## src/rtl/i2ccfg_pkg.sv

```systemverilog
// package: register map, field layouts and timing for the serial bus configuration block
package i2ccfg_pkg;
  // register byte offsets (12-bit window)
  localparam logic [11:0] HWGC_ID_OFF = 12'h028; // hardware general call identifier
  localparam logic [11:0] CFG_OFF = 12'h02C; // serial_bus_configuration
  localparam logic [11:0] SADDR0_OFF = 12'h038; // slave_match_address_0
  localparam logic [11:0] SADDR1_OFF = 12'h03C; // slave_match_address_1
  localparam logic [11:0] SADDR2_OFF = 12'h040; // slave_match_address_2
  localparam logic [11:0] SADDR3_OFF = 12'h044; // slave_match_address_3
  localparam logic [11:0] GCSTAT_OFF = 12'h050; // general call status
  localparam logic [11:0] INTSTAT_OFF = 12'h054; // sticky interrupt status, read clears
  localparam logic [11:0] INTMASK_OFF = 12'h058; // interrupt mask, 1 lets a bit through
  // writable bits of the configuration word: 10, 2 and 31:11 stay zero
  localparam logic [31:0] CFG_WMASK = 32'h0000_03FB;
  localparam logic [31:0] CFG_RESET = 32'h0000_0000;
  localparam logic [7:0] BYTE_RESET = 8'h00;
  // configuration word layout, bit 0 last
  typedef struct packed {
    logic [20:0] rsvd_hi; // 31:11
    logic rsvd10; // 10
    logic txreq_dis; // 9, inverted sense
    logic gc_clr; // 8, self clearing
    logic mclk_en; // 7
    logic loopback; // 6
    logic backoff_dis; // 5
    logic hwgc_en; // 4
    logic gc_en; // 3
    logic rsvd2; // 2
    logic mst_en; // 1
    logic slv_en; // 0
  } i2ccfg_cfg_t;
  // general call status layout
  typedef struct packed {
    logic hw_call; // 3
    logic addr_cmd; // 2
    logic reset_cmd; // 1
    logic seen; // 0
  } i2ccfg_gcstat_t;
  // interrupt status / mask bit positions
  localparam int INT_TXREQ = 0;
  localparam int INT_GCALL = 1;
  localparam int INT_HWGC = 2;
  localparam int INT_W = 3;
  // bus protocol constants
  localparam logic [7:0] GC_ADDR = 8'h00; // general call write address byte
  localparam logic [7:0] GC_CMD_RESET = 8'h06;
  localparam logic [7:0] GC_CMD_ADDR = 8'h04;
  localparam logic [3:0] BITS_PER_BYTE = 4'h8;
  localparam logic [1:0] RESP_OKAY = 2'h0;
  localparam logic [1:0] RESP_SLVERR = 2'h2;
  // back-off after lost arbitration
  localparam int CLK_NS = 20;
  localparam int BACKOFF_NS = 5000;
  localparam logic [8:0] BACKOFF_CYC = 9'(BACKOFF_NS / CLK_NS);
  // slave receiver states
  typedef enum logic [2:0] {S_IDLE, S_ADDR, S_ACK_A, S_DATA, S_ACK_D, S_XFER, S_SKIP} i2ccfg_st_t;
endpackage

```

## src/rtl/i2ccfg_top.sv

```systemverilog
// configuration control, slave address/general call receiver and AXI4-Lite register file
`timescale 1ns/10ps
module i2ccfg_top
(
  input wire logic sys_clk,
  input wire logic srst,
  input wire logic [11:0] s_axi_awaddr,
  input wire logic s_axi_awvalid,
  output logic s_axi_awready,
  input wire logic [31:0] s_axi_wdata,
  input wire logic [3:0] s_axi_wstrb,
  input wire logic s_axi_wvalid,
  output logic s_axi_wready,
  output logic [1:0] s_axi_bresp,
  output logic s_axi_bvalid,
  input wire logic s_axi_bready,
  input wire logic [11:0] s_axi_araddr,
  input wire logic s_axi_arvalid,
  output logic s_axi_arready,
  output logic [31:0] s_axi_rdata,
  output logic [1:0] s_axi_rresp,
  output logic s_axi_rvalid,
  input wire logic s_axi_rready,
  input wire logic scl_i,
  input wire logic sda_i,
  output logic sda_o,
  output logic sda_oe,
  input wire logic mst_scl_low,
  input wire logic mst_sda_low,
  input wire logic arb_lost,
  output logic mst_enable,
  output logic mst_scl_gen,
  output logic mst_retry,
  output logic slv_reset,
  output logic irq
);
  // register storage
  i2ccfg_pkg::i2ccfg_cfg_t cfg_r; // configuration word
  i2ccfg_pkg::i2ccfg_gcstat_t gcstat_r; // general call status
  logic [7:0] hwgc_id_r; // hardware general call identifier
  logic [7:0] saddr_r [4]; // slave match addresses, 7-bit address in bits 7:1
  logic [i2ccfg_pkg::INT_W-1:0] intstat_r; // sticky events
  logic [i2ccfg_pkg::INT_W-1:0] intmask_r; // enables
  // bus slave state
  logic [11:0] awaddr_r;
  logic aw_full_r;
  logic [31:0] wdata_r;
  logic [3:0] wstrb_r;
  logic w_full_r;
  logic do_write; // both halves held and no response pending
  logic rd_take; // read address accepted this cycle
  logic [31:0] wmerged; // write data merged by byte lanes over the old value
  logic [31:0] rd_val;
  logic rd_hit;
  logic wr_hit;
  // pin synchronisers and bus view
  logic scl_m_r, scl_s_r, sda_m_r, sda_s_r; // first and second stage
  logic scl_bus, sda_bus; // level seen by the receiver
  logic scl_q_r, sda_q_r; // previous bus level
  logic scl_rise, scl_fall, start_cond, stop_cond;
  // receiver
  i2ccfg_pkg::i2ccfg_st_t st_r;
  logic [7:0] shift_r;
  logic [3:0] bit_cnt_r;
  logic is_gc_r; // current transfer is a general call
  logic addr_match; // address byte hits one of the four slave addresses
  logic ev_txreq, ev_gcall, ev_hwgc, ev_rst, ev_acmd;
  // back-off
  logic [8:0] backoff_cnt_r;

  // merge write data into the addressed register's current value by byte lane
  function automatic logic [31:0] lane_merge(input logic [31:0] old_v, input logic [31:0] new_v,
                                             input logic [3:0] strb);
    logic [31:0] res;
    res = old_v;
    for (int i = 0; i < 4; i++)
    begin
      if (strb[i])
      begin
        res[i*8 +: 8] = new_v[i*8 +: 8];
      end
    end
    return res;
  endfunction

  // bus slave: address and data are taken independently, in either order
  assign do_write = aw_full_r && w_full_r && !s_axi_bvalid;
  assign rd_take = s_axi_arvalid && s_axi_arready;

  // write address / data capture and response
  always_ff @(posedge sys_clk)
  begin
    if (srst)
    begin
      aw_full_r <= 1'b0;
      w_full_r <= 1'b0;
      awaddr_r <= 12'h000;
      wdata_r <= 32'h0000_0000;
      wstrb_r <= 4'h0;
      s_axi_awready <= 1'b1;
      s_axi_wready <= 1'b1;
      s_axi_bvalid <= 1'b0;
      s_axi_bresp <= i2ccfg_pkg::RESP_OKAY;
    end
    else
    begin
      if (s_axi_awvalid && s_axi_awready)
      begin
        awaddr_r <= s_axi_awaddr;
        aw_full_r <= 1'b1;
        s_axi_awready <= 1'b0;
      end
      if (s_axi_wvalid && s_axi_wready)
      begin
        wdata_r <= s_axi_wdata;
        wstrb_r <= s_axi_wstrb;
        w_full_r <= 1'b1;
        s_axi_wready <= 1'b0;
      end
      if (do_write)
      begin
        aw_full_r <= 1'b0;
        w_full_r <= 1'b0;
        s_axi_bvalid <= 1'b1;
        s_axi_bresp <= wr_hit ? i2ccfg_pkg::RESP_OKAY : i2ccfg_pkg::RESP_SLVERR;
      end
      else if (s_axi_bvalid && s_axi_bready)
      begin
        // ready again only once the response is gone: one write in flight
        s_axi_bvalid <= 1'b0;
        s_axi_awready <= 1'b1;
        s_axi_wready <= 1'b1;
      end
    end
  end

  // write decode; status registers are not writable but answer OKAY
  always_comb
  begin
    wmerged = lane_merge(cfg_r, wdata_r, wstrb_r);
    if (awaddr_r == i2ccfg_pkg::CFG_OFF || awaddr_r == i2ccfg_pkg::HWGC_ID_OFF)
      wr_hit = 1'b1;
    else if (awaddr_r == i2ccfg_pkg::SADDR0_OFF || awaddr_r == i2ccfg_pkg::SADDR1_OFF)
      wr_hit = 1'b1;
    else if (awaddr_r == i2ccfg_pkg::SADDR2_OFF || awaddr_r == i2ccfg_pkg::SADDR3_OFF)
      wr_hit = 1'b1;
    else if (awaddr_r == i2ccfg_pkg::GCSTAT_OFF || awaddr_r == i2ccfg_pkg::INTSTAT_OFF)
      wr_hit = 1'b1;
    else if (awaddr_r == i2ccfg_pkg::INTMASK_OFF)
      wr_hit = 1'b1;
    else
      wr_hit = 1'b0;
  end

  // configuration word: software writes, hardware self-clears bit 8, bus reset command clears all
  always_ff @(posedge sys_clk)
  begin
    if (srst || ev_rst)
    begin
      cfg_r <= i2ccfg_pkg::CFG_RESET;
    end
    else if (do_write && awaddr_r == i2ccfg_pkg::CFG_OFF)
    begin
      cfg_r <= wmerged & i2ccfg_pkg::CFG_WMASK;
    end
    else if (cfg_r.gc_clr)
    begin
      cfg_r.gc_clr <= 1'b0;
    end
  end

  // identifier, slave addresses and mask; lanes above the low byte are ignored
  always_ff @(posedge sys_clk)
  begin
    if (srst)
    begin
      hwgc_id_r <= i2ccfg_pkg::BYTE_RESET;
      intmask_r <= '0;
      for (int i = 0; i < 4; i++)
        saddr_r[i] <= i2ccfg_pkg::BYTE_RESET;
    end
    else if (do_write && wstrb_r[0])
    begin
      if (awaddr_r == i2ccfg_pkg::HWGC_ID_OFF)
        hwgc_id_r <= wdata_r[7:0];
      else if (awaddr_r == i2ccfg_pkg::SADDR0_OFF)
        saddr_r[0] <= wdata_r[7:0];
      else if (awaddr_r == i2ccfg_pkg::SADDR1_OFF)
        saddr_r[1] <= wdata_r[7:0];
      else if (awaddr_r == i2ccfg_pkg::SADDR2_OFF)
        saddr_r[2] <= wdata_r[7:0];
      else if (awaddr_r == i2ccfg_pkg::SADDR3_OFF)
        saddr_r[3] <= wdata_r[7:0];
      else if (awaddr_r == i2ccfg_pkg::INTMASK_OFF)
        intmask_r <= wdata_r[i2ccfg_pkg::INT_W-1:0];
    end
  end

  // read decode
  always_comb
  begin
    rd_hit = 1'b1;
    rd_val = 32'h0000_0000;
    if (s_axi_araddr == i2ccfg_pkg::CFG_OFF)
      rd_val = cfg_r;
    else if (s_axi_araddr == i2ccfg_pkg::HWGC_ID_OFF)
      rd_val[7:0] = hwgc_id_r;
    else if (s_axi_araddr == i2ccfg_pkg::SADDR0_OFF)
      rd_val[7:0] = saddr_r[0];
    else if (s_axi_araddr == i2ccfg_pkg::SADDR1_OFF)
      rd_val[7:0] = saddr_r[1];
    else if (s_axi_araddr == i2ccfg_pkg::SADDR2_OFF)
      rd_val[7:0] = saddr_r[2];
    else if (s_axi_araddr == i2ccfg_pkg::SADDR3_OFF)
      rd_val[7:0] = saddr_r[3];
    else if (s_axi_araddr == i2ccfg_pkg::GCSTAT_OFF)
      rd_val[3:0] = gcstat_r;
    else if (s_axi_araddr == i2ccfg_pkg::INTSTAT_OFF)
      rd_val[i2ccfg_pkg::INT_W-1:0] = intstat_r;
    else if (s_axi_araddr == i2ccfg_pkg::INTMASK_OFF)
      rd_val[i2ccfg_pkg::INT_W-1:0] = intmask_r;
    else
      rd_hit = 1'b0;
  end

  // read channel: one read in flight, data one cycle after the address is taken
  always_ff @(posedge sys_clk)
  begin
    if (srst)
    begin
      s_axi_arready <= 1'b1;
      s_axi_rvalid <= 1'b0;
      s_axi_rdata <= 32'h0000_0000;
      s_axi_rresp <= i2ccfg_pkg::RESP_OKAY;
    end
    else if (rd_take)
    begin
      s_axi_arready <= 1'b0;
      s_axi_rvalid <= 1'b1;
      s_axi_rdata <= rd_val;
      s_axi_rresp <= rd_hit ? i2ccfg_pkg::RESP_OKAY : i2ccfg_pkg::RESP_SLVERR;
    end
    else if (s_axi_rvalid && s_axi_rready)
    begin
      s_axi_rvalid <= 1'b0;
      s_axi_arready <= 1'b1;
    end
  end

  // pin synchronisers: the first stage feeds only the second
  always_ff @(posedge sys_clk)
  begin
    if (srst)
    begin
      {scl_m_r, scl_s_r, sda_m_r, sda_s_r} <= 4'hF;
    end
    else
    begin
      scl_m_r <= scl_i;
      scl_s_r <= scl_m_r;
      sda_m_r <= sda_i;
      sda_s_r <= sda_m_r;
    end
  end

  // loopback hands the master's own drive to the receiver instead of the pins
  assign scl_bus = cfg_r.loopback ? !mst_scl_low : scl_s_r;
  assign sda_bus = cfg_r.loopback ? !mst_sda_low : sda_s_r;

  // previous bus level for edge and condition detection
  always_ff @(posedge sys_clk)
  begin
    if (srst)
      {scl_q_r, sda_q_r} <= 2'h3;
    else
      {scl_q_r, sda_q_r} <= {scl_bus, sda_bus};
  end

  assign scl_rise = scl_bus && !scl_q_r;
  assign scl_fall = !scl_bus && scl_q_r;
  assign start_cond = scl_bus && scl_q_r && sda_q_r && !sda_bus;
  assign stop_cond = scl_bus && scl_q_r && !sda_q_r && sda_bus;

  // address match against the four slave addresses, only with the slave channel on
  always_comb
  begin
    addr_match = 1'b0;
    for (int i = 0; i < 4; i++)
    begin
      if (shift_r[7:1] == saddr_r[i][7:1])
        addr_match = cfg_r.slv_en;
    end
  end

  // events, each a one-cycle pulse on the falling edge that ends a byte or its acknowledge
  assign ev_txreq = scl_fall && st_r == i2ccfg_pkg::S_ADDR && bit_cnt_r == i2ccfg_pkg::BITS_PER_BYTE
                    && addr_match && shift_r[0] && !cfg_r.txreq_dis;
  assign ev_gcall = scl_fall && st_r == i2ccfg_pkg::S_DATA
                    && bit_cnt_r == i2ccfg_pkg::BITS_PER_BYTE;
  assign ev_hwgc = ev_gcall && cfg_r.hwgc_en && cfg_r.gc_en && shift_r == hwgc_id_r;
  assign ev_rst = scl_fall && st_r == i2ccfg_pkg::S_ACK_D
                  && shift_r == i2ccfg_pkg::GC_CMD_RESET;
  assign ev_acmd = ev_gcall && shift_r == i2ccfg_pkg::GC_CMD_ADDR;

  // receiver: address byte, acknowledge, optional general call data byte
  always_ff @(posedge sys_clk)
  begin
    if (srst || ev_rst)
    begin
      st_r <= i2ccfg_pkg::S_IDLE;
      shift_r <= i2ccfg_pkg::BYTE_RESET;
      bit_cnt_r <= 4'h0;
      is_gc_r <= 1'b0;
      sda_oe <= 1'b0;
    end
    else if (stop_cond)
    begin
      st_r <= i2ccfg_pkg::S_IDLE;
      sda_oe <= 1'b0;
    end
    else if (start_cond)
    begin
      // a repeated start also restarts address matching
      st_r <= i2ccfg_pkg::S_ADDR;
      bit_cnt_r <= 4'h0;
      sda_oe <= 1'b0;
    end
    else if (scl_rise && (st_r == i2ccfg_pkg::S_ADDR || st_r == i2ccfg_pkg::S_DATA)
             && bit_cnt_r != i2ccfg_pkg::BITS_PER_BYTE)
    begin
      shift_r <= {shift_r[6:0], sda_bus};
      bit_cnt_r <= bit_cnt_r + 4'h1;
    end
    else if (scl_fall)
    begin
      case (st_r)
        i2ccfg_pkg::S_ADDR:
        begin
          if (bit_cnt_r == i2ccfg_pkg::BITS_PER_BYTE)
          begin
            is_gc_r <= shift_r == i2ccfg_pkg::GC_ADDR && cfg_r.gc_en && cfg_r.slv_en;
            if (addr_match || (shift_r == i2ccfg_pkg::GC_ADDR && cfg_r.gc_en && cfg_r.slv_en))
            begin
              st_r <= i2ccfg_pkg::S_ACK_A;
              sda_oe <= !cfg_r.loopback;
            end
            else
              st_r <= i2ccfg_pkg::S_SKIP;
          end
        end
        i2ccfg_pkg::S_ACK_A:
        begin
          sda_oe <= 1'b0;
          bit_cnt_r <= 4'h0;
          st_r <= is_gc_r ? i2ccfg_pkg::S_DATA : i2ccfg_pkg::S_XFER;
        end
        i2ccfg_pkg::S_DATA:
        begin
          if (bit_cnt_r == i2ccfg_pkg::BITS_PER_BYTE)
          begin
            st_r <= i2ccfg_pkg::S_ACK_D;
            sda_oe <= !cfg_r.loopback;
          end
        end
        i2ccfg_pkg::S_ACK_D:
        begin
          sda_oe <= 1'b0;
          st_r <= i2ccfg_pkg::S_XFER;
        end
        default:
        begin
          sda_oe <= 1'b0;
        end
      endcase
    end
  end

  // general call status: set wins over the bit 8 clear
  always_ff @(posedge sys_clk)
  begin
    if (srst)
      gcstat_r <= '0;
    else
    begin
      if (cfg_r.gc_clr)
        gcstat_r <= '0;
      if (ev_gcall)
        gcstat_r.seen <= 1'b1;
      if (ev_gcall && shift_r == i2ccfg_pkg::GC_CMD_RESET)
        gcstat_r.reset_cmd <= 1'b1;
      if (ev_acmd)
        gcstat_r.addr_cmd <= 1'b1;
      if (ev_hwgc)
        gcstat_r.hw_call <= 1'b1;
    end
  end

  // sticky interrupt status: a read clears, a same-cycle event survives
  always_ff @(posedge sys_clk)
  begin
    if (srst)
      intstat_r <= '0;
    else
    begin
      if (rd_take && s_axi_araddr == i2ccfg_pkg::INTSTAT_OFF)
        intstat_r <= '0;
      if (ev_txreq)
        intstat_r[i2ccfg_pkg::INT_TXREQ] <= 1'b1;
      if (ev_gcall)
        intstat_r[i2ccfg_pkg::INT_GCALL] <= 1'b1;
      if (ev_hwgc)
        intstat_r[i2ccfg_pkg::INT_HWGC] <= 1'b1;
    end
  end

  // master side controls and back-off after lost arbitration
  always_ff @(posedge sys_clk)
  begin
    if (srst)
    begin
      mst_enable <= 1'b0;
      mst_scl_gen <= 1'b0;
      mst_retry <= 1'b0;
      backoff_cnt_r <= 9'h000;
    end
    else
    begin
      mst_enable <= cfg_r.mst_en;
      mst_scl_gen <= cfg_r.mst_en && cfg_r.mclk_en;
      mst_retry <= 1'b0;
      if (arb_lost && cfg_r.mst_en)
      begin
        if (cfg_r.backoff_dis)
          mst_retry <= 1'b1;
        else
          backoff_cnt_r <= i2ccfg_pkg::BACKOFF_CYC;
      end
      else if (backoff_cnt_r != 9'h000)
      begin
        backoff_cnt_r <= backoff_cnt_r - 9'h001;
        mst_retry <= backoff_cnt_r == 9'h001 && cfg_r.mst_en;
      end
    end
  end

  // pin drive, bus reset pulse and interrupt line
  always_ff @(posedge sys_clk)
  begin
    if (srst)
    begin
      sda_o <= 1'b0;
      slv_reset <= 1'b0;
      irq <= 1'b0;
    end
    else
    begin
      sda_o <= 1'b0; // open drain: only the enable moves
      slv_reset <= ev_rst;
      irq <= |(intstat_r & intmask_r);
    end
  end

  // checks
  // suppressed request: a clear status bit must stay clear, whatever the receiver does
  AST_TXREQ_INV: assert property (@(posedge sys_clk) disable iff (srst)
    cfg_r.txreq_dis && !intstat_r[i2ccfg_pkg::INT_TXREQ] |=> !intstat_r[i2ccfg_pkg::INT_TXREQ])
    else $error("request raised while suppressed");
  AST_TXREQ_SET: assert property (@(posedge sys_clk) disable iff (srst)
    ev_txreq |=> intstat_r[i2ccfg_pkg::INT_TXREQ]) else $error("request not flagged");
  AST_GCCLR: assert property (@(posedge sys_clk) disable iff (srst)
    cfg_r.gc_clr && !ev_gcall && !(do_write && awaddr_r == i2ccfg_pkg::CFG_OFF)
    |=> gcstat_r == '0 && !cfg_r.gc_clr) else $error("call status clear failed");
  AST_SCLGEN: assert property (@(posedge sys_clk) disable iff (srst)
    !cfg_r.mclk_en |=> !mst_scl_gen) else $error("clock generation not stopped");
  AST_LOOP: assert property (@(posedge sys_clk) disable iff (srst)
    cfg_r.loopback && $stable(cfg_r.loopback) |-> !sda_oe) else $error("pin driven in loopback");
  AST_RETRY_NOW: assert property (@(posedge sys_clk) disable iff (srst)
    arb_lost && cfg_r.mst_en && cfg_r.backoff_dis |=> mst_retry) else $error("no retry");
  AST_RETRY_WAIT: assert property (@(posedge sys_clk) disable iff (srst)
    arb_lost && cfg_r.mst_en && !cfg_r.backoff_dis |=> !mst_retry [*8])
    else $error("retry without back-off");
  AST_HWGC: assert property (@(posedge sys_clk) disable iff (srst)
    ev_hwgc |=> gcstat_r.hw_call && intstat_r[i2ccfg_pkg::INT_HWGC])
    else $error("hardware call not flagged");
  AST_RESET: assert property (@(posedge sys_clk) disable iff (srst)
    ev_rst |=> slv_reset && cfg_r == i2ccfg_pkg::CFG_RESET) else $error("bus reset missed");
  AST_GCALL: assert property (@(posedge sys_clk) disable iff (srst)
    ev_gcall |=> gcstat_r.seen && intstat_r[i2ccfg_pkg::INT_GCALL])
    else $error("general call not flagged");
  AST_MSTEN: assert property (@(posedge sys_clk) disable iff (srst)
    mst_enable == $past(cfg_r.mst_en) || $past(srst)) else $error("master enable mismatch");
  AST_NOACK_OFF: assert property (@(posedge sys_clk) disable iff (srst)
    !cfg_r.slv_en && $stable(cfg_r.slv_en) && st_r == i2ccfg_pkg::S_ADDR
    |=> st_r != i2ccfg_pkg::S_ACK_A) else $error("acknowledge while disabled");
  AST_RSVD: assert property (@(posedge sys_clk) disable iff (srst)
    !cfg_r.rsvd10 && !cfg_r.rsvd2 && cfg_r.rsvd_hi == '0) else $error("reserved bit set");
endmodule

```

## config.mk

```make
export PLATFORM = sky130hd
export DESIGN_NAME = i2ccfg_top
export DESIGN_NICKNAME = d
export VERILOG_FILES = /design/src/rtl/i2ccfg_pkg.sv /design/src/rtl/i2ccfg_top.sv
export SDC_FILE = /design/constraint.sdc
export NUM_CORES = 1
export LEC_CHECK = 0
export BUFFER_PORTS_ARGS = -buffer_cell sky130_fd_sc_hd__buf_2
export CORE_MARGIN = 10
export CORE_UTILIZATION = 45
export CTS_BUF_LIST = sky130_fd_sc_hd__clkbuf_2 sky130_fd_sc_hd__clkbuf_4 sky130_fd_sc_hd__clkbuf_8
export DETAILED_ROUTE_END_ITERATION = 8
export PLACE_DENSITY_LB_ADDON = 0.12
export SETUP_SLACK_MARGIN = 0.2
export SYNTH_ARGS = -nofsm -noshare
export SYNTH_HDL_FRONTEND = slang
export SYNTH_SLANG_ARGS = --single-unit
```

## constraint.sdc

```tcl
create_clock -name sys_clk -period 2.17 [get_ports sys_clk]
set_clock_uncertainty 0.15 [all_clocks]
set_input_delay 0.1085 -clock sys_clk [delete_from_list [all_inputs] [get_ports sys_clk]]
set_output_delay 0.1085 -clock sys_clk [all_outputs]
set_load 0.02 [all_outputs]
```

==> impl_metrics.tcl, run 1 <==
set metrics [dict create \
    run_status "finished clean" \
    place_congestion 0.9449 \
    synth_cells 752 \
    max_freq_ghz 0.4670 \
    swShare 0.2791 \
    critPathKind "reg -> reg" \
    path_buf_inv 2 \
    yosys_most_used_dff "dfxtp_1" \
    stdcell_count 1092 \
    maxCapViolCount 0 \
    ys_seq_area_frac 0.4523 \
    start_util 0.4546 \
    grt_max_degree 46 \
    fillers 1317 \
    end_kind "flip-flop" \
    hp-class "in -> reg" \
    power_switching_mw 1.652 \
    fin_ws_ns 0.02865 \
    clockPowerShare 0.352 \
    power.leakage_nw 3.487 \
    htreeDepth 4 \
    rsz0062_at_grt "yes" \
    synth_top_area_cell "dfxtp_1" \
    relSlewSlack 0.6127 \
    synth.distinct_cells 73 \
    vias 5919 \
    crit_chain "nor4_2 -> nand2_1 -> buf_4 -> or3_4 -> o21bai_2 -> buf_12" \
    netlist_area_um2 6860 \
    crit_arrival_ns 2.16 \
    syn_avg_cell_area_um2 9.123 \
    final_area_um2 8703 \
    slowest_stage "or3_4" \
    tightest_slew_ns 0.5810 \
    core_um2 15090 \
    ys_seq_elements 139 \
    cts_root_buf "clkbuf_8" \
    io_pins 120 \
    drcViolationCount 0 \
    drv_slew 0 \
    final_antenna_net_count 0 \
    dieArea_um2 20580 \
    clkSlewWorstSetupHoldPaths_ns 0.08 \
    pwr-share-seq 0.486 \
    max-vdd-ir-drop_mv 0.6446 \
    power_mw 5.919 \
    fin_nets 967 \
    fin_crit_sh 0.9868 \
    cts.sinks 139 \
    synth_area_leaders "dfxtp_1 (31%), edfxtp_1 (14%), nand2_1 (4.8%), a21oi_1 (4.7%), mux2i_1 (4.4%)" \
    dp_cells 1010 \
    place_ws_ns 0.01955 \
    yosysTopAreaCellShare 0.3122 \
    die_w_um 143.5 \
    startpoint_type "flip-flop" \
    final_core_util 0.5768 \
    dpl_cell_area_um2 7579 \
    drt_iter0_markers 432 \
    first_global_vias 5726 \
    required_ns 2.19 \
    cts_buffer_depth 2 \
    min_period_ns 2.141 \
    numCtsBuffers 17 \
    p_comb_frac 0.162 \
    syn_to_final_growth_pct 26.86 \
    setup-violations-final 0 \
    yosys_warnings 0 \
    clock_latency_ns 0.45 \
    drive_gt1_frac 0.2633 \
    drt_wl_total_mm 19.48 \
    dr.pass1.iters 4 \
    tritoncts "done" \
    cpPeakStageDelay_ns 0.40 \
    cp_max_fo 8 \
    antenna_found_initial 0 \
    cp_top_family "simple AND/OR/NAND/NOR gates" \
    synth_edf_count 32 \
    internal-power_mw 4.267 \
    gr-usage-all-layers 0.1844 \
    p_per_area_nw_per_um2 680.1 \
    wl_per_cell_um 17.84 \
    hpwl_mm 14.08 \
    grt-ovfl-total 0 \
    r2r_setup_slack_ns 0.03 \
    finalHoldViolations 0 \
    portBuffers 70 \
    std_cell_rows 45 \
    postSynth.asyncResetShare 0 \
    setup_tns_ns 0 \
    die_h_um 143.5 \
    vias_per_cell 5.420 \
    hold_slack_ns 0.01275 \
    n_antenna_cell 0 \
    grt_pass1_wl_mm 29.97 \
]
==> worst paths after layout <==
kind,start,endpoint,depth (start not counted)
worst min-delay path,s_axi_arvalid,s_axi_rvalid,4
worst min register to register,scl_m_r,scl_s_r,1
worst max-delay path,awaddr_r[9],saddr_r[1][4],6
worst max register to register,awaddr_r[9],saddr_r[1][4],6
==> cell usage after synthesis (5+ instances only) <==
master / number
a211oi_1: 5
a21oi_1: 65
a22oi_1: 6
a31oi_1: 7
and2_1: 37
and3_1: 8
buf_1: 5
buf_2: 8
buf_4: 30
clkbuf_1: 19
dfxtp_1: 107
edfxtp_1: 32
inv_1: 19
mux2_2: 6
mux2i_1: 30
nand2_1: 88
nand2b_1: 13
nand3_1: 19
nand4_1: 6
nor2_1: 65
nor2b_1: 7
nor3_1: 11
nor4_1: 8
o211ai_1: 6
o21ai_0: 13
o21bai_1: 5
or2_2: 6
xnor2_1: 29
xor2_1: 13
==> tightest hold or removal path, cell delays in order <==
cell and delay [ns]:
buf_2 0.08, nand2_1 0.07, buf_4 0.19, a21oi_1 0.12
==> flip-flops by register name, indices dropped and copies added (netlist names), 8 cells and up <==
| signal | flops |
|---|---|
| awaddr_r | 12 |
| backoff_cnt_r | 9 |
| cfg_r | 9 |
| hwgc_id_r | 8 |
| s_axi_rdata | 10 |
| saddr_r | 32 |
| shift_r | 8 |
| wdata_r | 10 |
==> logic make-up (layout without fill, tap and decap cells) <==
logic type	Yosys count	in the layout	share of synthesized area
xor gates and xnor gates	42	42	0.05362
AOI/OAI and AO/OA	146	146	0.1355
buffers and inverters	81	209	0.06219
other	1	25	0.0005466
adders and majority gates	4	4	0.007296
muxes	36	36	0.05362
and+or+nand+nor	303	303	0.2349
DFF	139	139	0.4523
==> timing repair <==
action	CTS	global route
hold buffers	36	0
hold endpoints to repair	36	0
setup endpoints to repair	90	106
pin swaps	9	21
resized for setup	15	57
buffers inserted	9	5
==> placed cells by master, fill, tap and decap left out, drive strengths merged, types with 6 or more instances in the layout <==
cell type / Yosys / routed
nand4: 7 / 7
dlygate4sd3: 0 / 36
a22oi: 6 / 6
dfxtp: 107 / 107
clkbuf: 19 / 20
nand2b: 13 / 13
nor4: 10 / 10
inv: 19 / 20
mux2: 6 / 6
or2: 7 / 7
clkinv: 0 / 7
a31oi: 7 / 7
mux2i: 30 / 30
xnor2: 29 / 29
buf: 43 / 122
o21bai: 6 / 6
edfxtp: 32 / 32
nor2b: 7 / 7
xor2: 13 / 13
o21ai: 13 / 13
nor3: 18 / 18
nand3: 19 / 19
o211ai: 6 / 6
nor2: 66 / 66
conb: 1 / 25
and2: 37 / 37
nand2: 88 / 88
and3: 8 / 8
a21oi: 66 / 66
==> power groups by stage <==
stage | clock [mW] | combinational (mW) | sequential [mW]
after detailed placement | 0 | 0.782 | 2.93
after global placement | 0 | 0.752 | 2.92
after global routing | 2.22 | 1.05 | 2.89
final | 2.08 | 0.958 | 2.88
after floorplan | 0 | 0.597 | 2.90
after CTS | 2.12 | 0.858 | 2.87
==> layout make-up <==
| class | instances | area, um2 | share of cell area |
|---|---|---|---|
| clock buffers | 20 | 262.8 | 0.03019 |
| clock inverters | 12 | 122.6 | 0.01409 |
| inverters | 19 | 71.32 | 0.008194 |
| multi-input cells | 556 | 3674 | 0.4221 |
| flip-flops and latches | 139 | 3136 | 0.3603 |
| well taps | 188 | 235.2 | 0.02703 |
| repair buffers | 158 | 1202 | 0.1382 |
==> metal layers <==
metal  share of wire  routed length (um)  global-route usage
met5               0                   0                   0
met1            0.44                8495              0.2296
met3           0.060                1175             0.04257
met4           0.026                 505             0.07147
met2            0.48                9301              0.3029
(Power assumes the default switching activity.)
==> inputs of run 2 (changes only) <==
==> constraint.sdc (replaced) <==
create_clock -name sys_clk -period 1.7 [get_ports sys_clk]
set_clock_uncertainty 0.15 [all_clocks]
set_input_delay 0.085 -clock sys_clk [delete_from_list [all_inputs] [get_ports sys_clk]]
set_output_delay 0.085 -clock sys_clk [all_outputs]
set_load 0.02 [all_outputs]
==> run 2 against run 1 <==
Against the previous run: the flow now finishes with violations (negative setup slack); global-route usage increased by 1.8 points; die area stayed put; non-clock buffer count rose by 105; routed wire length is 9.2% higher; utilization up 9.4 points; sequential power increased by 27%; critical endpoint is now saddr_r[3][4]; largest cell class unchanged.
==> impl_metrics.tcl, run 2 (same netlist as run 1, synthesis figures left out) <==
set metrics [dict create \
    drive_gt1_frac 0.4054 \
    syn_to_final_growth_pct 47.55 \
    min_period_ns 2.022 \
    maxCapViolCount 0 \
    tightest_slew_ns 0.5019 \
    end_kind "flip-flop" \
    path_buf_inv 0 \
    cp_top_family "simple AND/OR/NAND/NOR gates" \
    layout_common_cells "buf_4 (122), dfxtp_1 (91), nand2_1 (83)" \
    use_met3 0.03894 \
    critPathKind "reg -> reg" \
    final_antenna_net_count 0 \
    place_ws_ns -0.3350 \
    drv_slew 0 \
    cts_root_buf "clkbuf_8" \
    grt_pass1_wl_mm 32.80 \
    startpoint_type "flip-flop" \
    r2r_setup_slack_ns -0.32 \
    stdcell_count 1197 \
    wl_per_cell_um 17.77 \
    std_cell_rows 45 \
    slowest_stage "or4b_4" \
    setup_tns_ns -24.75 \
    largest_reg_flops 32 \
    hp-class "in -> reg" \
    start_util 0.4546 \
    dp_cells 1105 \
    max_freq_ghz 0.4946 \
    layout_commonest_cell "buf_4" \
    busiest_layer "met2" \
    io_pins 120 \
    vias 6304 \
    fin_crit_sh 1.189 \
    clock_latency_ns 0.45 \
    vias_per_cell 5.266 \
    clkSlewWorstSetupHoldPaths_ns 0.08 \
    cpPeakStageDelay_ns 0.58 \
    hpwl_mm 15.66 \
    rsz0062_at_grt "yes" \
    dr.pass1.iters 4 \
    grt_max_degree 28 \
    dieArea_um2 20580 \
    drcViolationCount 0 \
    antenna_found_initial 0 \
    reg_top3 "saddr_r (32), awaddr_r (12)" \
    drt_wl_total_mm 21.27 \
    relSlewSlack 0.6650 \
    required_ns 1.68 \
    htreeDepth 4 \
    p_per_area_nw_per_um2 853.4 \
    drt_iter0_markers 388 \
    cts.sinks 139 \
    power.leakage_nw 4.189 \
    top_register "saddr_r" \
    cp_max_fo 8 \
    setup-violations-final 115 \
    place_congestion 0.9456 \
    cts_buffer_depth 2 \
    die_h_um 143.5 \
    die_w_um 143.5 \
    failed_checks "negative setup slack" \
    finalHoldViolations 0 \
    numCtsBuffers 17 \
    run_status "complete, but fails checks" \
    portBuffers 70 \
    grt-ovfl-total 0 \
    n_antenna_cell 0 \
    first_global_vias 6389 \
    max-vdd-ir-drop_mv 0.8516 \
    core_um2 15090 \
    tritoncts "done" \
    gr-usage-all-layers 0.2024 \
    fin_ws_ns -0.3220 \
    globalRouteMet1Util 0.2504 \
    crit_arrival_ns 2.00 \
    fin_nets 1072 \
    grt_use_met2 0.3389 \
    crit_chain "nor4_2 -> nand2_1 -> or4b_4 -> o21bai_4" \
]
-- run 2: cell types whose count changed in the layout (fill, tap and decap cells not counted), sizes merged --
cell         change
buf            +109
inv              +2
clkinv           -4
bufinv           +3
clkinvlp         -1
dlygate4sd3      -4
-- run 2: power by group --
| group | total [mW] | leakage (nW) | internal (mW) | switching [mW] |
|---|---|---|---|---|
| Combinational | 1.80 | 2.74 | 0.941 | 0.859 |
| Clock | 3.18 | 0.237 | 1.84 | 1.34 |
| Sequential | 3.66 | 1.21 | 3.52 | 0.145 |
-- run 2: through the flow --
step,power [mW],hold WS (ns),utilization,instance area (um2)
floorplan,4.522,0.03535,-,7127
global placement,5.018,0.1221,0.5543,8364
detailed placement,5.057,0.1215,0.5543,8364
CTS,8.422,0.04141,0.6463,9752
global route,9.001,0.08422,0.6708,10120
finish,8.638,0.05087,0.6708,10120
-- run 2: layout make-up --
type | count | area (um2)
fill | 1225 | 4967
multi-input combinational | 556 | 4139
sequential | 139 | 3136
timing repair buffer | 263 | 2068
clock buffer | 20 | 262.8
tap | 188 | 235.2
clock inverter | 12 | 210.2
inverter | 19 | 71.32
-- run 2: metal layers --
layer / vias to the layer above / share of wire
li1: 3081 / -
met1: 3079 / 0.44
met2: 118 / 0.50
met3: 26 / 0.038
met4: 0 / 0.021
met5: - / 0
-- run 2: timing repair --
| item | 4_1_cts | 5_1_grt |
|---|---|---|
| endpoints found under the hold margin | 40 | 0 |
| setup buffers | 23 | 4 |
| gates resized for setup | 102 | 67 |
| pin swaps | 37 | 22 |
| endpoints found under the setup margin | 126 | 128 |
| cloned | 1 | 0 |
| hold buffers | 32 | 0 |
-- run 2: worst reg2reg max path: cells and delay by family (launching register included) --
kind	cells	cell delay, ns
simple gates	3	0.96
flops	1	0.33
compound gates	1	0.26
-- run 2: path summary, 6_finish.rpt --
| kind | start | cells after the start | endpoint |
|---|---|---|---|
| hold / removal | s_axi_araddr[8] | 7 | s_axi_rdata[0] |
| setup reg to reg | awaddr_r[9] | 4 | saddr_r[3][4] |
| setup / recovery | awaddr_r[9] | 4 | saddr_r[3][4] |
| hold reg to reg | scl_m_r | 1 | scl_s_r |
==> inputs of run 3 (changes only) <==
--- a/config.mk
+++ b/config.mk
@@ -5,6 +5,7 @@
 export SDC_FILE = /design/constraint.sdc
 export NUM_CORES = 1
 export LEC_CHECK = 0
+export ABC_AREA = 0
 export BUFFER_PORTS_ARGS = -buffer_cell sky130_fd_sc_hd__buf_2
 export CORE_MARGIN = 10
 export CORE_UTILIZATION = 45
@@ -12,6 +13,7 @@
 export DETAILED_ROUTE_END_ITERATION = 8
 export PLACE_DENSITY_LB_ADDON = 0.12
 export SETUP_SLACK_MARGIN = 0.2
+export SKIP_CTS_REPAIR_TIMING = 1
 export SYNTH_ARGS = -nofsm -noshare
 export SYNTH_HDL_FRONTEND = slang
 export SYNTH_SLANG_ARGS = --single-unit
==> run 3 against run 2 <==
Against the previous run: the run ends with negative hold slack, negative setup slack left; via count is 0.46% lower; sequential power about the same; utilization down 0.52 points; power barely moved; non-clock buffer count decreased by 3; final area down 0.78%; combinational power about the same; worst setup slack got worse by 0.035 ns; die area did not move; count of clock-buffer cells in the layout did not move; worst hold slack worse by 0.066 ns.
==> impl_metrics.tcl, run 3 (same netlist as run 1, synthesis figures left out) <==
set metrics [dict create \
    drive_gt1_frac 0.3917 \
    cts_root_buf "clkbuf_8" \
    clkSlewWorstSetupHoldPaths_ns 0.08 \
    wl_per_cell_um 17.76 \
    run_status "complete, but fails checks" \
    cts.sinks 139 \
    syn_to_final_growth_pct 46.40 \
    setup_tns_ns -25.30 \
    grt_max_degree 28 \
    reg_top3 "saddr_r (32), awaddr_r (12)" \
    layout_commonest_cell "buf_4" \
    vias_per_cell 5.255 \
    relSlewSlack 0.6595 \
    slowest_stage "or4b_4" \
    portBuffers 70 \
    end_kind "flip-flop" \
    core_um2 15090 \
    p_per_area_nw_per_um2 860.4 \
    maxCapViolCount 0 \
    first_global_vias 5927 \
    drv_slew 0 \
    cp_top_family "simple AND/OR/NAND/NOR gates" \
    critPathKind "reg -> reg" \
    drt_iter0_markers 349 \
    tightest_slew_ns 0.5108 \
    max-vdd-ir-drop_mv 0.8568 \
    clock_latency_ns 0.45 \
    required_ns 1.68 \
    numCtsBuffers 17 \
    fin_crit_sh 1.210 \
    n_antenna_cell 0 \
    seqCellArea_um2 3138 \
    fin_nets 1069 \
    io_pins 120 \
    internal-power_mw 6.288 \
    drt_wl_total_mm 21.20 \
    crit_chain "nor4_2 -> nand2_1 -> or4b_4 -> o21bai_4" \
    dieArea_um2 20580 \
    std_cell_rows 45 \
    final_antenna_net_count 0 \
    place_ws_ns -0.3350 \
    hpwl_mm 15.66 \
    fin_ws_ns -0.3574 \
    place_congestion 0.9456 \
    power.leakage_nw 4.187 \
    start_util 0.4546 \
    hold_slack_ns -0.01465 \
    drcViolationCount 0 \
    cts_buffer_depth 2 \
    die_w_um 143.5 \
    cpPeakStageDelay_ns 0.59 \
    power_mw 8.641 \
    tritoncts "done" \
    max_freq_ghz 0.4861 \
    rsz0062_at_grt "yes" \
    min_period_ns 2.057 \
    fillers 1215 \
    largest_reg_flops 32 \
    vias 6275 \
    dpl_cell_area_um2 8364 \
    startpoint_type "flip-flop" \
    multiInputGateArea_um2 4085 \
    layout_common_cells "buf_4 (123), dfxtp_1 (91), nand2_1 (82)" \
    final_area_um2 10040 \
    dr.pass1.iters 6 \
    top_register "saddr_r" \
    setup-violations-final 111 \
    hp-class "in -> reg" \
    finalHoldViolations 2 \
    cp_max_fo 8 \
    path_buf_inv 0 \
    swShare 0.2722 \
    antenna_found_initial 0 \
    grt_pass1_wl_mm 30.88 \
    die_h_um 143.5 \
    clockPowerShare 0.367 \
    p_comb_frac 0.208 \
    gr-usage-all-layers 0.1917 \
    failed_checks "negative hold slack, negative setup slack" \
    pwr-share-seq 0.424 \
    power_switching_mw 2.352 \
    grt-ovfl-total 0 \
    htreeDepth 4 \
    crit_arrival_ns 2.04 \
]
[run 3: cell type report]
| class | instances | area share |
|---|---|---|
| flip-flops and latches | 139 | 0.3124 |
| multi-input cells | 556 | 0.4068 |
| repair buffers | 260 | 0.2032 |
| clock buffers | 20 | 0.02616 |
| inverters | 19 | 0.007101 |
| clock inverters | 12 | 0.02093 |
| well taps | 188 | 0.02342 |
[run 3: power by group through the flow]
stage	sequential [mW]	combinational, mW	clock (mW)
after floorplan	3.71	0.814	0
after global placement	3.72	1.29	0
after detailed placement	3.73	1.32	0
after CTS	3.66	1.33	3.23
after global routing	3.68	1.96	3.35
final	3.67	1.80	3.17
[run 3: worst paths after layout]
kind                                    start             to  slack (ns)  cells past startpoint
worst max-delay path              awaddr_r[9]  saddr_r[3][0]       -0.36                      4
worst min register to register        scl_m_r        scl_s_r        0.26                      1
worst min-delay path            s_axi_arvalid   s_axi_rvalid       -0.01                      4
worst max register to register    awaddr_r[9]  saddr_r[3][0]       -0.36                      4
[run 3: worst register-to-register path: stages, from the launching register on]
cell and delay, ns:
dfxtp_2 0.33, nor4_2 0.25, nand2_1 0.15, or4b_4 0.59, o21bai_4 0.27
[run 3: stage by stage]
stage | utilization | hold WS (ns) | instances
after floorplan | - | 0.03535 | 776
after global placement | 0.5543 | 0.1221 | 1105
after detailed placement | 0.5543 | 0.1215 | 1105
after CTS | 0.5857 | -0.3539 | 1137
after global routing | 0.6656 | 0.01483 | 1194
final | 0.6656 | -0.01465 | 1194
[run 3: per-layer routing]
layer	up-vias	part of all wire	global-route usage
met2	141	0.50	0.3177
met5	-	0	0
met3	27	0.056	0.03861
li1	3081	-	-
met4	0	0.015	0.06341
met1	3026	0.43	0.2437
